File: src/logic/mcu_port_pkg.sv
// Constants shared by the port and external bus logic
package mcu_port_pkg;
    localparam int          OSC_PER_MACHINE = 12;
    localparam int          RST_HOLD_CYCLES = 2 * OSC_PER_MACHINE;
    localparam logic [3:0]  PHASE_LAST      = 4'hB;
    localparam logic [3:0]  HALF_LEN        = 4'h6;
    localparam logic [3:0]  SUB_ALE_END     = 4'h1;
    localparam logic [3:0]  SUB_ADDR_END    = 4'h2;
    localparam logic [3:0]  SUB_STROBE_BEG  = 4'h3;
    localparam logic [3:0]  SUB_SAMPLE      = 4'h5;
    localparam logic [3:0]  DATA_STROBE_BEG = 4'h4;
    localparam logic [3:0]  DATA_STROBE_END = 4'hA;
    localparam logic [3:0]  DATA_DRIVE_BEG  = 4'h3;
    localparam logic [15:0] INT_ROM_LIMIT   = 16'h3FFF;
    localparam logic [7:0]  SFR_PORT0       = 8'h80;
    localparam logic [7:0]  SFR_PORT1       = 8'h90;
    localparam logic [7:0]  SFR_UPPER_PORT  = 8'hA0;
    localparam logic [7:0]  SFR_PORT3       = 8'hB0;
    localparam logic [7:0]  SFR_STROBE_CTL  = 8'hAF;
    localparam int          STROBE_OFF_BIT  = 0;
    localparam logic [7:0]  PORT_RESET      = 8'hFF;
    localparam int          P3_TX_BIT       = 1;
    localparam int          P3_WR_BIT       = 6;
    localparam int          P3_RD_BIT       = 7;

    typedef enum logic [3:0] {
        CYC_INT   = 4'b0001,
        CYC_FETCH = 4'b0010,
        CYC_READ  = 4'b0100,
        CYC_WRITE = 4'b1000
    } cycle_kind_t;
endpackage

File: src/logic/port_driver.sv
// Pin driver for one 8-bit port, open-drain or quasi-bidirectional
`timescale 1ns/1ps
`default_nettype none
module port_driver #(
    parameter bit OPEN_DRAIN = 1'b0
) (
    input  wire logic [7:0] latchVal,
    input  wire logic       busEn,
    input  wire logic [7:0] busVal,
    input  wire logic       forceHigh,
    output logic      [7:0] padOut,
    output logic      [7:0] padOe,
    output logic      [7:0] padPull
);
    genvar i;
    generate
        for (i = 0; i < 8; i++) begin : g_bit
            always_comb begin
                if (forceHigh && !OPEN_DRAIN) begin
                    padOut[i]  = 1'b1;
                    padOe[i]   = 1'b0;
                    padPull[i] = 1'b1;
                end else if (busEn) begin
                    padOut[i]  = busVal[i];
                    padOe[i]   = 1'b1;
                    padPull[i] = 1'b0;
                end else begin
                    padOut[i]  = 1'b0;
                    padOe[i]   = ~latchVal[i];
                    padPull[i] = latchVal[i] & !OPEN_DRAIN;
                end
            end
        end
    endgenerate
endmodule // port_driver
`default_nettype wire

File: src/logic/mcu_port_bus.sv
// Ports 0-3, multiplexed external memory bus, strobes and reset pin
`timescale 1ns/1ps
`default_nettype none
module mcu_port_bus
    import mcu_port_pkg::*;
(
    input  wire logic        core_clk,
    input  wire logic        nrst,
    input  wire logic        rstPin,
    input  wire logic        externalAccessSelect,
    input  wire logic        verifyMode,
    input  wire logic [7:0]  p0In,
    output logic      [7:0]  p0Out,
    output logic      [7:0]  p0Oe,
    output logic      [7:0]  p0Pull,
    input  wire logic [7:0]  p1In,
    output logic      [7:0]  p1Out,
    output logic      [7:0]  p1Oe,
    output logic      [7:0]  p1Pull,
    input  wire logic [7:0]  p2In,
    output logic      [7:0]  p2Out,
    output logic      [7:0]  p2Oe,
    output logic      [7:0]  p2Pull,
    input  wire logic [7:0]  p3In,
    output logic      [7:0]  p3Out,
    output logic      [7:0]  p3Oe,
    output logic      [7:0]  p3Pull,
    output logic             aleOut,
    output logic             programReadStrobeN,
    output logic             deviceReset,
    input  wire logic [15:0] fetchAddr,
    input  wire logic        dataReq,
    input  wire logic        dataWide,
    input  wire logic        dataWrite,
    input  wire logic [15:0] dataAddr,
    input  wire logic [7:0]  dataWdata,
    output logic             cycleDone,
    output logic             extFetch,
    output logic      [7:0]  codeByte,
    output logic             codeValid,
    output logic      [7:0]  dataRdata,
    output logic             dataValid,
    output logic      [15:0] romAddr,
    input  wire logic [7:0]  romData,
    input  wire logic        sfrWrite,
    input  wire logic        sfrRead,
    input  wire logic [7:0]  sfrAddr,
    input  wire logic [7:0]  sfrWdata,
    output logic      [7:0]  sfrRdata,
    input  wire logic        serialTx,
    output logic             serialRx,
    output logic             externalInterruptZero,
    output logic             externalInterruptOne,
    output logic             timerZeroInput,
    output logic             timerOneInput
);
    // Reset release synchroniser
    logic       rstMeta, rstN;
    always_ff @(posedge core_clk or negedge nrst) begin
        if (!nrst) begin
            {rstMeta, rstN} <= 2'b00;
        end else begin
            {rstMeta, rstN} <= {1'b1, rstMeta};
        end
    end
    // Reset pin qualifier
    logic [4:0] rstCount, next_rstCount;
    logic       next_deviceReset;
    always_comb begin
        next_rstCount    = rstCount;
        next_deviceReset = deviceReset;
        if (!rstPin) begin
            next_rstCount    = '0;
            next_deviceReset = 1'b0;
        end else if (rstCount == 5'(RST_HOLD_CYCLES - 1)) begin
            next_deviceReset = 1'b1;
        end else begin
            next_rstCount = rstCount + 5'h01;
        end
    end
    always_ff @(posedge core_clk or negedge rstN) begin
        if (!rstN) begin
            rstCount    <= '0;
            deviceReset <= 1'b1;
        end else begin
            rstCount    <= next_rstCount;
            deviceReset <= next_deviceReset;
        end
    end

    // Machine cycle sequencer
    cycle_kind_t kind, next_kind;
    logic [3:0]  phase, next_phase;
    logic [15:0] curAddr, next_curAddr;
    logic        curWide, next_curWide, wantExt;
    logic [7:0]  curWdata, next_curWdata;
    assign wantExt   = !externalAccessSelect || (fetchAddr > INT_ROM_LIMIT);
    assign cycleDone = (phase == PHASE_LAST) && !deviceReset;
    always_comb begin
        next_phase    = phase + 4'h1;
        next_kind     = kind;
        next_curAddr  = curAddr;
        next_curWide  = curWide;
        next_curWdata = curWdata;
        if (deviceReset) begin
            next_phase = '0;
            next_kind  = CYC_INT;
        end else if (phase == PHASE_LAST) begin
            next_phase    = '0;
            next_curWide  = dataWide;
            next_curWdata = dataWdata;
            if (dataReq) begin
                next_kind    = dataWrite ? CYC_WRITE : CYC_READ;
                next_curAddr = dataAddr;
            end else begin
                next_kind    = wantExt ? CYC_FETCH : CYC_INT;
                next_curAddr = fetchAddr;
            end
        end
    end
    always_ff @(posedge core_clk or negedge rstN) begin
        if (!rstN) begin
            phase    <= '0;
            kind     <= CYC_INT;
            curAddr  <= '0;
            curWide  <= 1'b0;
            curWdata <= '0;
        end else begin
            phase    <= next_phase;
            kind     <= next_kind;
            curAddr  <= next_curAddr;
            curWide  <= next_curWide;
            curWdata <= next_curWdata;
        end
    end
    // Special function registers
    logic [7:0] p0Latch, p1Latch, upperPortLatch, p3Latch;
    logic [7:0] next_p0Latch, next_p1Latch, next_upperPortLatch, next_p3Latch, next_sfrRdata;
    logic       strobeOff, next_strobeOff;
    always_comb begin
        next_p0Latch        = p0Latch;
        next_p1Latch        = p1Latch;
        next_upperPortLatch = upperPortLatch;
        next_p3Latch        = p3Latch;
        next_strobeOff      = strobeOff;
        next_sfrRdata       = sfrRdata;
        if (deviceReset) begin
            next_p0Latch        = PORT_RESET;
            next_p1Latch        = PORT_RESET;
            next_upperPortLatch = PORT_RESET;
            next_p3Latch        = PORT_RESET;
            next_strobeOff      = 1'b0;
        end else if (sfrWrite) begin
            unique case (sfrAddr)
                SFR_PORT0:      next_p0Latch        = sfrWdata;
                SFR_PORT1:      next_p1Latch        = sfrWdata;
                SFR_UPPER_PORT: next_upperPortLatch = sfrWdata;
                SFR_PORT3:      next_p3Latch        = sfrWdata;
                SFR_STROBE_CTL: next_strobeOff      = sfrWdata[STROBE_OFF_BIT];
                default:        next_strobeOff      = strobeOff;
            endcase
        end
        if (sfrRead) begin
            unique case (sfrAddr)
                SFR_PORT0:      next_sfrRdata = p0In;
                SFR_PORT1:      next_sfrRdata = p1In;
                SFR_UPPER_PORT: next_sfrRdata = p2In;
                SFR_PORT3:      next_sfrRdata = p3In;
                SFR_STROBE_CTL: next_sfrRdata = {7'h00, strobeOff};
                default:        next_sfrRdata = 8'h00;
            endcase
        end
    end
    always_ff @(posedge core_clk or negedge rstN) begin
        if (!rstN) begin
            {p0Latch, p1Latch, upperPortLatch, p3Latch} <= {4{PORT_RESET}};
            strobeOff      <= 1'b0;
            sfrRdata       <= 8'h00;
        end else begin
            {p0Latch, p1Latch, upperPortLatch, p3Latch} <=
                {next_p0Latch, next_p1Latch, next_upperPortLatch, next_p3Latch};
            strobeOff      <= next_strobeOff;
            sfrRdata       <= next_sfrRdata;
        end
    end
    // Bus drive, computed for the phase about to start so pins line up with it
    logic       secondHalf, isExt, isData, wrN, rdN, p0En, p2En;
    logic [3:0] sub;
    logic [7:0] lowAddr, p0Val, p2Val, next_p0Val, next_p2Val;
    logic       next_ale, next_readN, next_wrN, next_rdN, next_p0En, next_p2En;
    always_comb begin
        secondHalf = next_phase >= HALF_LEN;
        sub        = secondHalf ? next_phase - HALF_LEN : next_phase;
        isData     = (next_kind == CYC_READ) || (next_kind == CYC_WRITE);
        isExt      = isData || (next_kind == CYC_FETCH);
        lowAddr    = next_curAddr[7:0] + {7'h00, secondHalf && !isData};
        // Second half of a data cycle has no latch pulse
        next_ale   = (sub <= SUB_ALE_END) && !(isData && secondHalf);
        if (strobeOff && !isExt) begin
            next_ale = 1'b0;
        end
        next_readN = !((next_kind == CYC_FETCH) && (sub >= SUB_STROBE_BEG));
        next_wrN   = !((next_kind == CYC_WRITE) && (next_phase >= DATA_STROBE_BEG)
                     && (next_phase <= DATA_STROBE_END));
        next_rdN   = !((next_kind == CYC_READ) && (next_phase >= DATA_STROBE_BEG)
                     && (next_phase <= DATA_STROBE_END));
        next_p0En  = 1'b0;
        next_p0Val = lowAddr;
        if (isExt && !secondHalf && (sub <= SUB_ADDR_END)) begin
            next_p0En = 1'b1;
        end else if ((next_kind == CYC_FETCH) && secondHalf && (sub <= SUB_ADDR_END)) begin
            next_p0En = 1'b1;
        end else if ((next_kind == CYC_WRITE) && (next_phase >= DATA_DRIVE_BEG)) begin
            next_p0En  = 1'b1;
            next_p0Val = next_curWdata;
        end
        next_p2En  = (next_kind == CYC_FETCH) || (isData && next_curWide);
        next_p2Val = next_curAddr[15:8];
        if (isData && !next_curWide) begin
            next_p2En  = 1'b1;
            next_p2Val = next_upperPortLatch;
        end
        if (deviceReset || verifyMode) begin
            next_p0En  = 1'b0;
            next_p2En  = 1'b0;
            next_readN = 1'b1;
            next_wrN   = 1'b1;
            next_rdN   = 1'b1;
        end
    end
    always_ff @(posedge core_clk or negedge rstN) begin
        if (!rstN) begin
            {aleOut, p0En, p2En}           <= 3'b000;
            {programReadStrobeN, wrN, rdN} <= 3'b111;
            {p0Val, p2Val}                 <= '0;
        end else begin
            {aleOut, p0En, p2En}           <= {next_ale, next_p0En, next_p2En};
            {programReadStrobeN, wrN, rdN} <= {next_readN, next_wrN, next_rdN};
            {p0Val, p2Val}                 <= {next_p0Val, next_p2Val};
        end
    end
    // Code and data capture; external data is sampled on the last strobe cycle
    logic        sampleNow, next_codeValid, next_dataValid;
    logic [7:0]  next_codeByte, next_dataRdata, p3Sample;
    logic [15:0] next_romAddr;
    always_comb begin
        sampleNow      = ((phase >= HALF_LEN) ? phase - HALF_LEN : phase) == SUB_SAMPLE;
        next_codeByte  = codeByte;
        next_codeValid = 1'b0;
        next_dataRdata = dataRdata;
        next_dataValid = 1'b0;
        next_romAddr   = curAddr + {15'h0000, phase >= HALF_LEN};
        if (verifyMode) begin
            next_romAddr  = {p2In, p1In};
            next_codeByte = romData;
        end else if (!deviceReset && sampleNow && (kind == CYC_FETCH)) begin
            next_codeByte  = p0In;
            next_codeValid = 1'b1;
        end else if (!deviceReset && sampleNow && (kind == CYC_INT)) begin
            next_codeByte  = romData;
            next_codeValid = 1'b1;
        end
        if (!deviceReset && (kind == CYC_READ) && (phase == DATA_STROBE_END)) begin
            next_dataRdata = p0In;
            next_dataValid = 1'b1;
        end
    end
    always_ff @(posedge core_clk or negedge rstN) begin
        if (!rstN) begin
            codeByte  <= '0;
            codeValid <= 1'b0;
            dataRdata <= '0;
            dataValid <= 1'b0;
            romAddr   <= '0;
            extFetch  <= 1'b0;
            p3Sample  <= PORT_RESET;
        end else begin
            codeByte  <= next_codeByte;
            codeValid <= next_codeValid;
            dataRdata <= next_dataRdata;
            dataValid <= next_dataValid;
            romAddr   <= next_romAddr;
            extFetch  <= next_kind == CYC_FETCH;
            p3Sample  <= p3In;
        end
    end
    // Port 3 alternate inputs, pins are synchronous to the core clock
    assign serialRx = p3Sample[0];
    assign {timerOneInput, timerZeroInput, externalInterruptOne, externalInterruptZero}
        = p3Sample[5:2];
    // Alternate outputs only pull low; latch must hold one to let them through
    logic [7:0] p3Eff, p0Eff;
    logic       forceHigh;
    always_comb begin
        p3Eff             = p3Latch;
        p3Eff[P3_TX_BIT]  = p3Latch[P3_TX_BIT] & serialTx;
        p3Eff[P3_WR_BIT]  = p3Latch[P3_WR_BIT] & wrN;
        p3Eff[P3_RD_BIT]  = p3Latch[P3_RD_BIT] & rdN;
        // Verify returns code open-drain, so the board needs pullups
        p0Eff             = verifyMode ? codeByte : p0Latch;
    end
    // Raw pin, not the qualified reset, so ports 1-3 go high before any clock
    assign forceHigh = rstPin || !rstN;
    port_driver #(.OPEN_DRAIN(1'b1)) u_port0 (.latchVal(p0Eff), .busEn(p0En), .busVal(p0Val),
        .forceHigh(1'b0), .padOut(p0Out), .padOe(p0Oe), .padPull(p0Pull));
    port_driver #(.OPEN_DRAIN(1'b0)) u_port1 (.latchVal(p1Latch), .busEn(1'b0), .busVal(8'h00),
        .forceHigh(forceHigh), .padOut(p1Out), .padOe(p1Oe), .padPull(p1Pull));
    port_driver #(.OPEN_DRAIN(1'b0)) u_port2 (.latchVal(upperPortLatch), .busEn(p2En),
        .busVal(p2Val), .forceHigh(forceHigh), .padOut(p2Out), .padOe(p2Oe), .padPull(p2Pull));
    port_driver #(.OPEN_DRAIN(1'b0)) u_port3 (.latchVal(p3Eff), .busEn(1'b0), .busVal(8'h00),
        .forceHigh(forceHigh), .padOut(p3Out), .padOe(p3Oe), .padPull(p3Pull));
endmodule // mcu_port_bus
`default_nettype wire

File: config.mk
export PLATFORM = sky130hd
export DESIGN_NAME = mcu_port_bus
export DESIGN_NICKNAME = d
export VERILOG_FILES = /design/src/logic/mcu_port_pkg.sv /design/src/logic/port_driver.sv /design/src/logic/mcu_port_bus.sv
export SDC_FILE = /design/constraint.sdc
export NUM_CORES = 1
export LEC_CHECK = 0
export ABC_AREA = 0
export BUFFER_PORTS_ARGS = -buffer_cell sky130_fd_sc_hd__buf_2
export CORE_MARGIN = 5
export CORE_UTILIZATION = 43
export CTS_CLUSTER_DIAMETER = 100
export DETAILED_ROUTE_END_ITERATION = 10
export PLACE_DENSITY = 0.7
export SYNTH_ARGS = -nofsm -noshare
export SYNTH_HDL_FRONTEND = slang
export SYNTH_SLANG_ARGS = --single-unit
export TNS_END_PERCENT = 100
File: constraint.sdc
create_clock -name core_clk -period 6.1 [get_ports core_clk]
set_clock_uncertainty 0.2 [all_clocks]
set_input_delay 0.305 -clock core_clk [delete_from_list [all_inputs] [get_ports core_clk]]
set_output_delay 0.305 -clock core_clk [all_outputs]
set_load 0.03 [all_outputs]
======== Word level (Yosys, flattened, before mapping) ========
Index checks and enable logic that the tools add are counted.
word-level totals
  bits in latches ......................... 0
  bits in read-only memories .............. 0
  memories kept ........................... 0
  input bits .............................. 107
  bits in writable memories ............... 0
  word-level logic and storage cells ...... 302
  register bits ........................... 145
  output and inout port bits .............. 148
operators by class
  reductions and logical operators ........ 49
  $mul .................................... 0
  equality and inequality tests ........... 17
  magnitude comparators ................... 9
  add/sub/neg operators ................... 6
  muxes and demuxes ....................... 156
  bitwise gates (word level) .............. 35
  shift-type cells ........................ 0
  div/mod/pow operators ................... 0
operators by type and width
  kind                    count
  $mux W8                 22
  $mux W1                 118
  $mux W16                4
  $eq A8 B8 Y1 const B    5
  $pmux W8 S5             1
  $mux W4                 8
  $not A1 Y1              32
  $logic_and A1 B1 Y1     22
  $add A16 B1 Y16         1
  $gt A16 B14 Y1 const B  1
  $eq A4 B3 Y1 const B    3
  $eq A4 B4 Y1 const B    3
  $ge A4 B3 Y1 const B    3
  $logic_not A1 Y1        11
  $mux W5                 2
  $reduce_bool A2 Y1      5
  $add A8 B1 Y8           1
  $eq A4 B2 Y1 const B    2
  $ge A4 B2 Y1 const B    2
  $reduce_and A2 Y1       4
  $sub A4 B3 Y4 const B   2
  $logic_or A1 B1 Y1      6
  $add A5 B1 Y5 const B   1
  $eq A5 B5 Y1 const B    1
  other kinds (10)        12

======== Logic depth before layout (Yosys ltp) ========
Gate-level depths: netlist of the first run.
  depth after elaboration ................. 14
  gate-level depth with buffers ........... 16
  mapped depth without buffers ............ 15

======== By module ========
Synthesis of the first run repeated with hierarchy kept, for this count alone.
second synthesis, totals
  cells, all modules ...................... 777
  area, all modules ....................... 8077.7 um^2
by module, submodules not included
  module                      cells an instance  seq. area each (um^2)  times used  area each (um^2)
  mcu_port_bus                664                3656.0                 1           7211.9
  port_driver at u_port1 ...  29                 0.0                    3           231.5
  port_driver at u_port0      26                 0.0                    1           171.4

======== Worst setup path after synthesis of the first run ========
No wires, ideal clock.
  kind .................................... register to output
  from .................................... reg rstN
  to ...................................... out p3Oe[6]
  path buffers ............................ 2
  path slack .............................. 599 ps
  arrival ................................. 4996 ps
  required time ........................... 5595 ps
  stages on the path, launching flop included .. 6
  cells stage by stage .................... dfrtp_1 > nor2b_1 > clkbuf_1 > clkbuf_1 > nand2_1 > inv_1
between the ends
  cells in the longest elaborated chain, start to end .. 3
RTL lines
  item                      line                 RTL
  start: declaration        mcu_port_bus.sv:58   logic rstMeta, rstN;
  start signal: assignment  mcu_port_bus.sv:63   {rstMeta, rstN} <= {1'b1, rstMeta};
  $logic_not A1 Y1          mcu_port_bus.sv:303  assign forceHigh = rstPin || !rstN;
  $logic_or A1 B1 Y1        mcu_port_bus.sv:303
  $mux W1                   port_driver.sv:19    if (forceHigh && !OPEN_DRAIN) begin
  end: declaration          mcu_port_bus.sv:26   output logic [7:0] p3Oe,
No other way between the ends.

======== Final worst setup path of the first run ========
  from .................................... reg phase[0]
  to ...................................... reg p0Val[6]
between the ends
  elaborated cells on any way between the ends .. 32
  classes of those cells .................. 3 x add/sub; 3 x order compare; 4 x eq/ne; 12 x mux; 10 x reduce/logical
RTL lines
  item                                                   line                                                           RTL
  start: declaration                                     mcu_port_bus.sv:93                                             logic [3:0] phase, next_phase;
  start signal: assignment                               mcu_port_bus.sv:129                                            phase <= next_phase;
  $add A4 B1 Y4 / $eq A4 B4 Y1 (equally long branches)   mcu_port_bus.sv:100, mcu_port_bus.sv:108
  $mux W4 *                                              mcu_port_bus.sv:108                                            end else if (phase == PHASE_LAST) begin
  $mux W4 *                                              mcu_port_bus.sv:105                                            if (deviceReset) begin
  via next_phase[2]                                      mcu_port_bus.sv:93
  $ge A4 B3 Y1 / $sub A4 B3 Y4 (equally long branches)   mcu_port_bus.sv:192, mcu_port_bus.sv:193
  $logic_and A1 B1 Y1 / $mux W4 (equally long branches)  mcu_port_bus.sv:196, mcu_port_bus.sv:193
  $add A8 B1 Y8 / $le A4 B2 Y1 (equally long branches)   mcu_port_bus.sv:196, mcu_port_bus.sv:209, mcu_port_bus.sv:211
  $mux W8 / $logic_and A1 B1 Y1 (equally long branches)  mcu_port_bus.sv:213, mcu_port_bus.sv:211
  $mux W8                                                mcu_port_bus.sv:211                                            end else if ((next_kind == CYC_FETCH) && secondHalf && (sub <= SUB_ADDR_END)) begin
  $mux W8 *                                              mcu_port_bus.sv:209                                            if (isExt && !secondHalf && (sub <= SUB_ADDR_END)) begin
  via next_p0Val[6]                                      mcu_port_bus.sv:189                                            logic [7:0] lowAddr, p0Val, p2Val, next_p0Val, next_p2Val;
  end signal: assignment                                 mcu_port_bus.sv:239                                            {p0Val, p2Val} <= {next_p0Val, next_p2Val};
  end: declaration                                       mcu_port_bus.sv:189
Mark *: on every way through the listed nets, which the timed path passes. The rest lies on a longest branch.
A chain may end at the register's enable or synchronous reset.

==> flow_metrics.py, run 1 <==
metrics = {
    "worst_setup_path": {
        "crit_family": "compound AO/OA/AOI/OAI gates",
        "critPathKind": "flop to flop",
        "slowest_delay_ns": 0.50,
        "critical_path_required_ns": 6.21,
        "r2r_cells": 15,
        "cp_num_cells": 15,
        "cpMaxStageDelayCell": "o21ai_0",
        "path_cells": "ha_1 -> nand2b_1 -> o21ai_0 -> nand2_1 -> inv_1 -> ha_1 -> o21ai_0 -> a21boi_1 -> a21oi_1 -> ha_1 -> ha_1 -> nand4_1 -> a211oi_1 -> xnor2_1 -> mux2_2",
        "r2r_slack_ns": 2.12,
        "critPathBufInv": 1,
        "r2r_start": "phase[0]$_DFF_PN0_",
        "path_max_fanout": 8,
        "crit_path_end": "p0Val[6]$_DFF_PN0_",
        "path_common_cell": "ha_1",
        "cp-start-kind": "flop",
        "r2r_end": "p0Val[6]$_DFF_PN0_",
        "crit_start": "phase[0]$_DFF_PN0_",
        "end_kind": "flop",
        "arrival_ns": 4.09,
    },
    "clock_network": {
        "clk_pin_slew_ns": 0.06,
        "clk_latency_ns": 0.42,
        "cts.sink_count": 144,
        "cts-root-buf": "clkbuf_16",
        "cts_resized": 0,
        "cts_tree": "yes",
        "clockBufferDepth": 2,
        "post_cts_buffers": 0,
        "htreeDepth": 4,
        "postCtsHoldBufs": 55,
        "cts-buffers-inserted": 17,
    },
    "grt": {
        "grt_max_degree": 66,
        "grt-ovfl-total": 0,
        "grt_pass1_vias": 6255,
        "grt_usage_pct": 21.5,
        "grt_pass1_wl_um": 34200,
        "antenna_found_initial": 0,
    },
    "power_and_ir_drop": {
        "comb_power_share_pct": 40.0,
        "power_density_nw_per_um2": 403,
        "peakVddDrop_v": 0.000216,
        "p_seq_share_pct": 35.4,
        "clkPwrFrac_pct": 24.6,
        "internal_power_mw": 2.42,
        "switchingPower_mw": 1.65,
        "power_mw": 4.06,
        "p_leak_nw": 4.98,
        "p_sw_share_pct": 40.6,
    },
    "floorplan": {
        "die_w_um": 144,
        "core-area_um2": 17800,
        "die-height_um": 144,
        "dieArea_um2": 20700,
        "io_pins": 255,
        "rows": 49,
        "start_util_pct": 43.3,
    },
    "yosys": {
        "synth-edff-count": 0,
        "ys.flop_type": "dfrtp_1",
        "yosys_warnings": 0,
        "ys_seq_elements": 144,
        "syn_inst": 776,
        "syn_avg_cell_area_um2": 9.93,
        "seq_area_frac_synth_pct": 47.4,
        "synth_cell_types": 64,
        "synth_area_um2": 7710,
        "synthArstFlopShare_pct": 100,
    },
    "route": {
        "postRouteAntennaNets": 0,
        "viasPerCell": 5.10,
        "totalWireLength_um": 22800,
        "drtPass1Iterations": 5,
        "drc": 0,
        "drt_iter0_markers": 294,
        "wl_per_cell_um": 17.7,
        "vias": 6569,
    },
    "final_layout": {
        "post-route-util_pct": 56.7,
        "area_delta_synth_final_pct": 30.8,
        "fin_area_um2": 10100,
        "diodes": 0,
        "final_common_cell": "buf_2",
        "final_cell_mix": "buf_2, nand2_1, dfrtp_1",
        "fillers": 1577,
        "drive_gt1_share_pct": 36.7,
        "fin_nets": 1163,
    },
    "placed_design": {
        "placed_cell_area_um2": 8960,
        "routabilityCongestion": 0.851,
        "dpl.hpwl_um": 16900,
        "port_buffers": 246,
    },
    "run": {
        "maxCapViolations": 0,
    },
    "sta": {
        "setup_viol": 0,
        "grt_setup_unrepaired": "no",
        "hold_ws_ns": 0.0146,
        "finalSetupTns_ns": 0,
        "final_max_slew_viol_count": 0,
        "worstMarginPinSlew_ns": 1.17,
        "finalCritPeriodShare_pct": 65.3,
        "hold_violations": 0,
        "finalCriticalPeriod_ns": 3.98,
        "relSlewSlack_pct": 21.6,
        "fmax_mhz": 251,
    },
    "outcome": {
        "outcome": "finished, final reports clean",
    },
    "hold_path": {
        "worstHoldPathType": "primary input to flop",
    },
}
cells by family (layout without fill, tap and decap cells):
logic type                 Yosys count  in the layout  synth area share (%)
AOI/OAI and AO/OA                  103            103                  8.18
xor gates and xnor gates            25             25                  2.84
adders and majority gates           10             10                  1.62
muxes                               95             95                  14.5
and+or+nand+nor                    285            285                  18.4
other                                2              9                0.0975
DFF                                144            144                  47.4
buffers and inverters              112            388                  6.93
worst min-delay path, stage by stage:
cell and delay (ns):
buf_2 0.14, mux2i_1 0.09, nand2_1 0.07
state kept, by name, indices dropped and copies added, names as in the netlist, 4 cells and up:
| signal | flops |
|---|---|
| phase | 4 |
| p1Latch | 8 |
| kind | 4 |
| curWdata | 8 |
| p3Latch | 8 |
| p0Latch | 8 |
| curAddr | 16 |
| codeByte | 8 |
| dataRdata | 8 |
| sfrRdata | 8 |
| p0Val | 8 |
| upperPortLatch | 8 |
| romAddr | 16 |
| rstCount | 5 |
| p2Val | 8 |
| p3Sample | 5 |
how the worst min path moves through the flow:
stage | from | to | slack [ns] | cells after the start
floorplan | nrst | rstMeta$_DFF_PN0_ | -0.19 | 0
CTS | romData[0] | codeByte[0]$_DFFE_PN0P_ | 0.0008 | 3
global route | sfrWdata[7] | p1Latch[7]$_DFFE_PN1P_ | 0.006 | 3
global placement | nrst | rstMeta$_DFF_PN0_ | -0.11 | 1
finish | sfrWdata[7] | p1Latch[7]$_DFFE_PN1P_ | 0.01 | 3
detailed placement | nrst | rstMeta$_DFF_PN0_ | -0.11 | 1
per-stage QoR:
| stage | worst slack [ns] | cells |
|---|---|---|
| 2_1_floorplan | 0.599 | 783 |
| 3_3_place_gp | 2.20 | 1201 |
| 3_5_place_dp | 2.17 | 1201 |
| 4_1_cts | 2.15 | 1288 |
| 5_1_grt | 1.72 | 1288 |
| 6_report | 2.12 | 1288 |
cell usage after synthesis, types with 2 or more instances:
master     instances  area share [%]
nand2_1          142             6.9
dfrtp_1          102              33
mux2i_1           56             7.3
o21ai_0           53             3.4
inv_1             48             2.3
dfstp_2           42              14
buf_4             26             2.5
nor2_1            25             1.2
mux2_2            24             3.5
clkbuf_1          23             1.1
nand2b_1          18             1.5
nand3_1           18             1.2
xnor2_1           14             1.6
a21oi_1           12            0.78
and2_1            12            0.97
xor2_1            11             1.3
a21o_1            10            0.97
ha_1              10             1.6
nand4_1           10            0.81
buf_2              9            0.58
or2_2              9            0.73
mux4_2             8             2.3
nand3_2            8             1.0
mux2_4             7             1.4
and3_1             6            0.49
a31oi_1            5            0.41
nor3_1             5            0.32
nor3b_1            5            0.49
buf_1              4            0.19
nor2b_1            4            0.32
or3_1              4            0.32
a211oi_1           3            0.29
nor4_1             3            0.24
o211ai_1           3            0.29
a2111oi_0          2            0.23
a21boi_0           2            0.19
and4_1             2            0.23
conb_1             2           0.097
nand3b_1           2            0.19
nand4b_1           2            0.23
nor4b_1            2            0.23
power by group through the flow:
| stage | sequential (mW) | clock (mW) | combinational, mW |
|---|---|---|---|
| floorplan | 1.52 | 0 | 1.05 |
| detailed placement | 1.46 | 0 | 1.59 |
| global route | 1.48 | 1.06 | 1.77 |
| CTS | 1.44 | 1.02 | 1.63 |
| finish | 1.44 | 0.998 | 1.63 |
| global placement | 1.45 | 0 | 1.60 |
cell type report:
| class | count | area [µm²] | share of cell area, % |
|---|---|---|---|
| well taps | 229 | 287 | 2.84 |
| flip-flops and latches | 144 | 3660 | 36.3 |
| multi-input cells | 527 | 3550 | 35.2 |
| clock buffers | 19 | 453 | 4.49 |
| inverters | 50 | 193 | 1.91 |
| repair buffers | 306 | 1820 | 18.0 |
| clock inverters | 13 | 118 | 1.17 |
metal layers:
layer  global-route usage, %  share of wire (%)
met5                       0                  0
met4                    7.28                1.9
met3                    3.39                6.6
met2                    35.1                 48
met1                    29.2                 44
(Power assumes the default switching activity.)
==> inputs of run 2 (changes only) <==
--- a/config.mk
+++ b/config.mk
@@ -11,7 +11,7 @@
 export CORE_UTILIZATION = 43
 export CTS_CLUSTER_DIAMETER = 100
 export DETAILED_ROUTE_END_ITERATION = 10
-export PLACE_DENSITY = 0.7
+export PLACE_DENSITY = 0.72
 export SYNTH_ARGS = -nofsm -noshare
 export SYNTH_HDL_FRONTEND = slang
 export SYNTH_SLANG_ARGS = --single-unit
==> constraint.sdc (replaced) <==
create_clock -name core_clk -period 3.3 [get_ports core_clk]
set_clock_uncertainty 0.2 [all_clocks]
set_input_delay 0.165 -clock core_clk [delete_from_list [all_inputs] [get_ports core_clk]]
set_output_delay 0.165 -clock core_clk [all_outputs]
set_load 0.03 [all_outputs]
==> flow_metrics.py, run 2 (synthesis gave the netlist of run 1 again) <==
metrics = {
    "sta": {
        "grt_setup_unrepaired": "no",
        "setup_viol": 0,
        "finalCriticalPeriod_ns": 3.06,
        "final_max_slew_viol_count": 0,
        "worstMarginPinSlew_ns": 0.811,
        "finalCritPeriodShare_pct": 92.8,
        "fmax_mhz": 327,
        "finalSetupTns_ns": 0,
        "hold_violations": 0,
        "relSlewSlack_pct": 45.9,
    },
    "route": {
        "totalWireLength_um": 23800,
        "wl_per_cell_um": 17.9,
        "drt_iter0_markers": 381,
        "postRouteAntennaNets": 0,
        "drc": 0,
        "vias": 6763,
        "viasPerCell": 5.08,
        "drtPass1Iterations": 5,
    },
    "floorplan": {
        "io_pins": 255,
        "dieArea_um2": 20700,
        "start_util_pct": 43.3,
        "die_w_um": 144,
        "rows": 49,
        "die-height_um": 144,
        "core-area_um2": 17800,
    },
    "grt": {
        "antenna_found_initial": 1,
        "grt_max_degree": 63,
        "use_met2_pct": 37.2,
        "grt-ovfl-total": 0,
        "grt_util_met3_pct": 4.16,
        "grt_usage_pct": 22.4,
        "grt_pass1_vias": 6619,
        "met1_usage_pct": 29.9,
        "busiest_layer": "met2",
        "grt_pass1_wl_um": 36000,
    },
    "clock_network": {
        "cts_tree": "yes",
        "post_cts_buffers": 0,
        "cts.sink_count": 144,
        "cts-root-buf": "clkbuf_16",
        "clk_latency_ns": 0.41,
        "clockBufferDepth": 2,
        "clk_pin_slew_ns": 0.06,
        "cts-buffers-inserted": 17,
        "htreeDepth": 4,
    },
    "power_and_ir_drop": {
        "power_mw": 7.99,
        "p_leak_nw": 5.22,
        "power_density_nw_per_um2": 755,
        "peakVddDrop_v": 0.000452,
    },
    "final_layout": {
        "drive_gt1_share_pct": 37.7,
        "fin_area_um2": 10600,
        "area_delta_synth_final_pct": 37.3,
        "final_common_cell": "buf_2",
        "final_cell_mix": "buf_2, nand2_1, dfrtp_1",
        "fin_nets": 1206,
        "reg.largest.list": "curAddr (16), romAddr (16)",
    },
    "placed_design": {
        "port_buffers": 246,
        "placed_cell_area_um2": 9110,
        "routabilityCongestion": 0.862,
        "dpl.hpwl_um": 17400,
    },
    "hold_path": {
        "worstHoldPathType": "primary input to flop",
    },
    "run": {
        "maxCapViolations": 0,
    },
    "worst_setup_path": {
        "arrival_ns": 3.16,
        "end_kind": "flop",
        "critPathKind": "flop to flop",
        "path_max_fanout": 5,
        "critical_path_required_ns": 3.40,
        "cp-start-kind": "flop",
    },
    "outcome": {
        "outcome": "finished, final reports clean",
    },
}
[run 2: cell types whose count changed in the layout (fill, tap and decap cells not counted), sizes merged]
cell	change
bufinv	+3
diode	+1
dlygate4sd3	+23
buf	+20
inv	-5
clkinvlp	-1
clkbuf	+3
[run 2: layout make-up]
type	count	area, µm²
inverter	50	193
timing repair buffer	349	2200
sequential	144	3660
fill	1504	7200
tap	229	287
clock buffer	22	508
multi-input combinational	527	3580
clock inverter	10	144
antenna	1	2.50
[run 2: layer usage]
layer  vias to the layer above  part of all wire [%]  routed length, µm
met3                        35                   7.2               1720
met2                       284                    48              11500
met1                      3201                    43              10200
met5                         -                     0                  0
met4                         0                   2.0                477
li1                       3243                     -                  -
[run 2: path summary, 6_finish.rpt]
| path | cells past startpoint | from | endpoint | slack, ns |
|---|---|---|---|---|
| setup / recovery | 12 | phase[1]$_DFF_PN0_ | p0Val[6]$_DFF_PN0_ | 0.24 |
| hold / removal | 3 | fetchAddr[13] | curAddr[13]$_DFF_PN0_ | 0.01 |
| setup reg to reg | 12 | phase[1]$_DFF_PN0_ | p0Val[6]$_DFF_PN0_ | 0.24 |
| hold reg to reg | 0 | rstN$_DFF_PN0_ | rstCount[1]$_DFFE_PN0P_ | 0.06 |
| max in group asynchronous | 1 | rstN$_DFF_PN0_ | romAddr[1]$_DFF_PN0_ | 1.68 |
| min in group asynchronous | 0 | rstN$_DFF_PN0_ | rstCount[1]$_DFFE_PN0P_ | 0.06 |
[run 2: per-stage QoR]
stage / instances / util, % / setup slack, ns / hold slack, ns
global route: 1332 / 59.5 / 0.0162 / 0.0170
detailed placement: 1221 / 51.3 / 0.0529 / -0.241
global placement: 1221 / 51.3 / 0.0955 / -0.241
finish: 1332 / 59.5 / 0.238 / 0.00983
CTS: 1331 / 59.3 / 0.0334 / 0.00730
floorplan: 783 / - / 0.00631 / -0.331
[run 2: worst max-delay path, cell delays in order (launching register included)]
cell,delay (ns)
dfrtp_1,0.38
buf_4,0.15
ha_1,0.26
nand2_1,0.17
and3_1,0.25
o21ai_0,0.20
a21oi_2,0.19
ha_2,0.21
ha_2,0.21
nand4_1,0.13
a211oi_2,0.27
xnor2_1,0.08
mux2_2,0.26
[run 2: report_power, final]
| group | total [mW] | leakage, nW | switching, mW | internal, mW |
|---|---|---|---|---|
| logic | 3.27 | 3.20 | 1.92 | 1.35 |
| registers | 2.64 | 1.70 | 0.370 | 2.27 |
| clock network | 2.08 | 0.320 | 0.750 | 1.33 |
| total | 7.99 | 5.22 | 3.04 | 4.95 |
[run 2: timing repair]
action | in CTS | in global routing
setup endpoints to repair | 0 | 3
resized for setup | 0 | 7
hold endpoints to repair | 115 | 0
hold buffers | 78 | 0
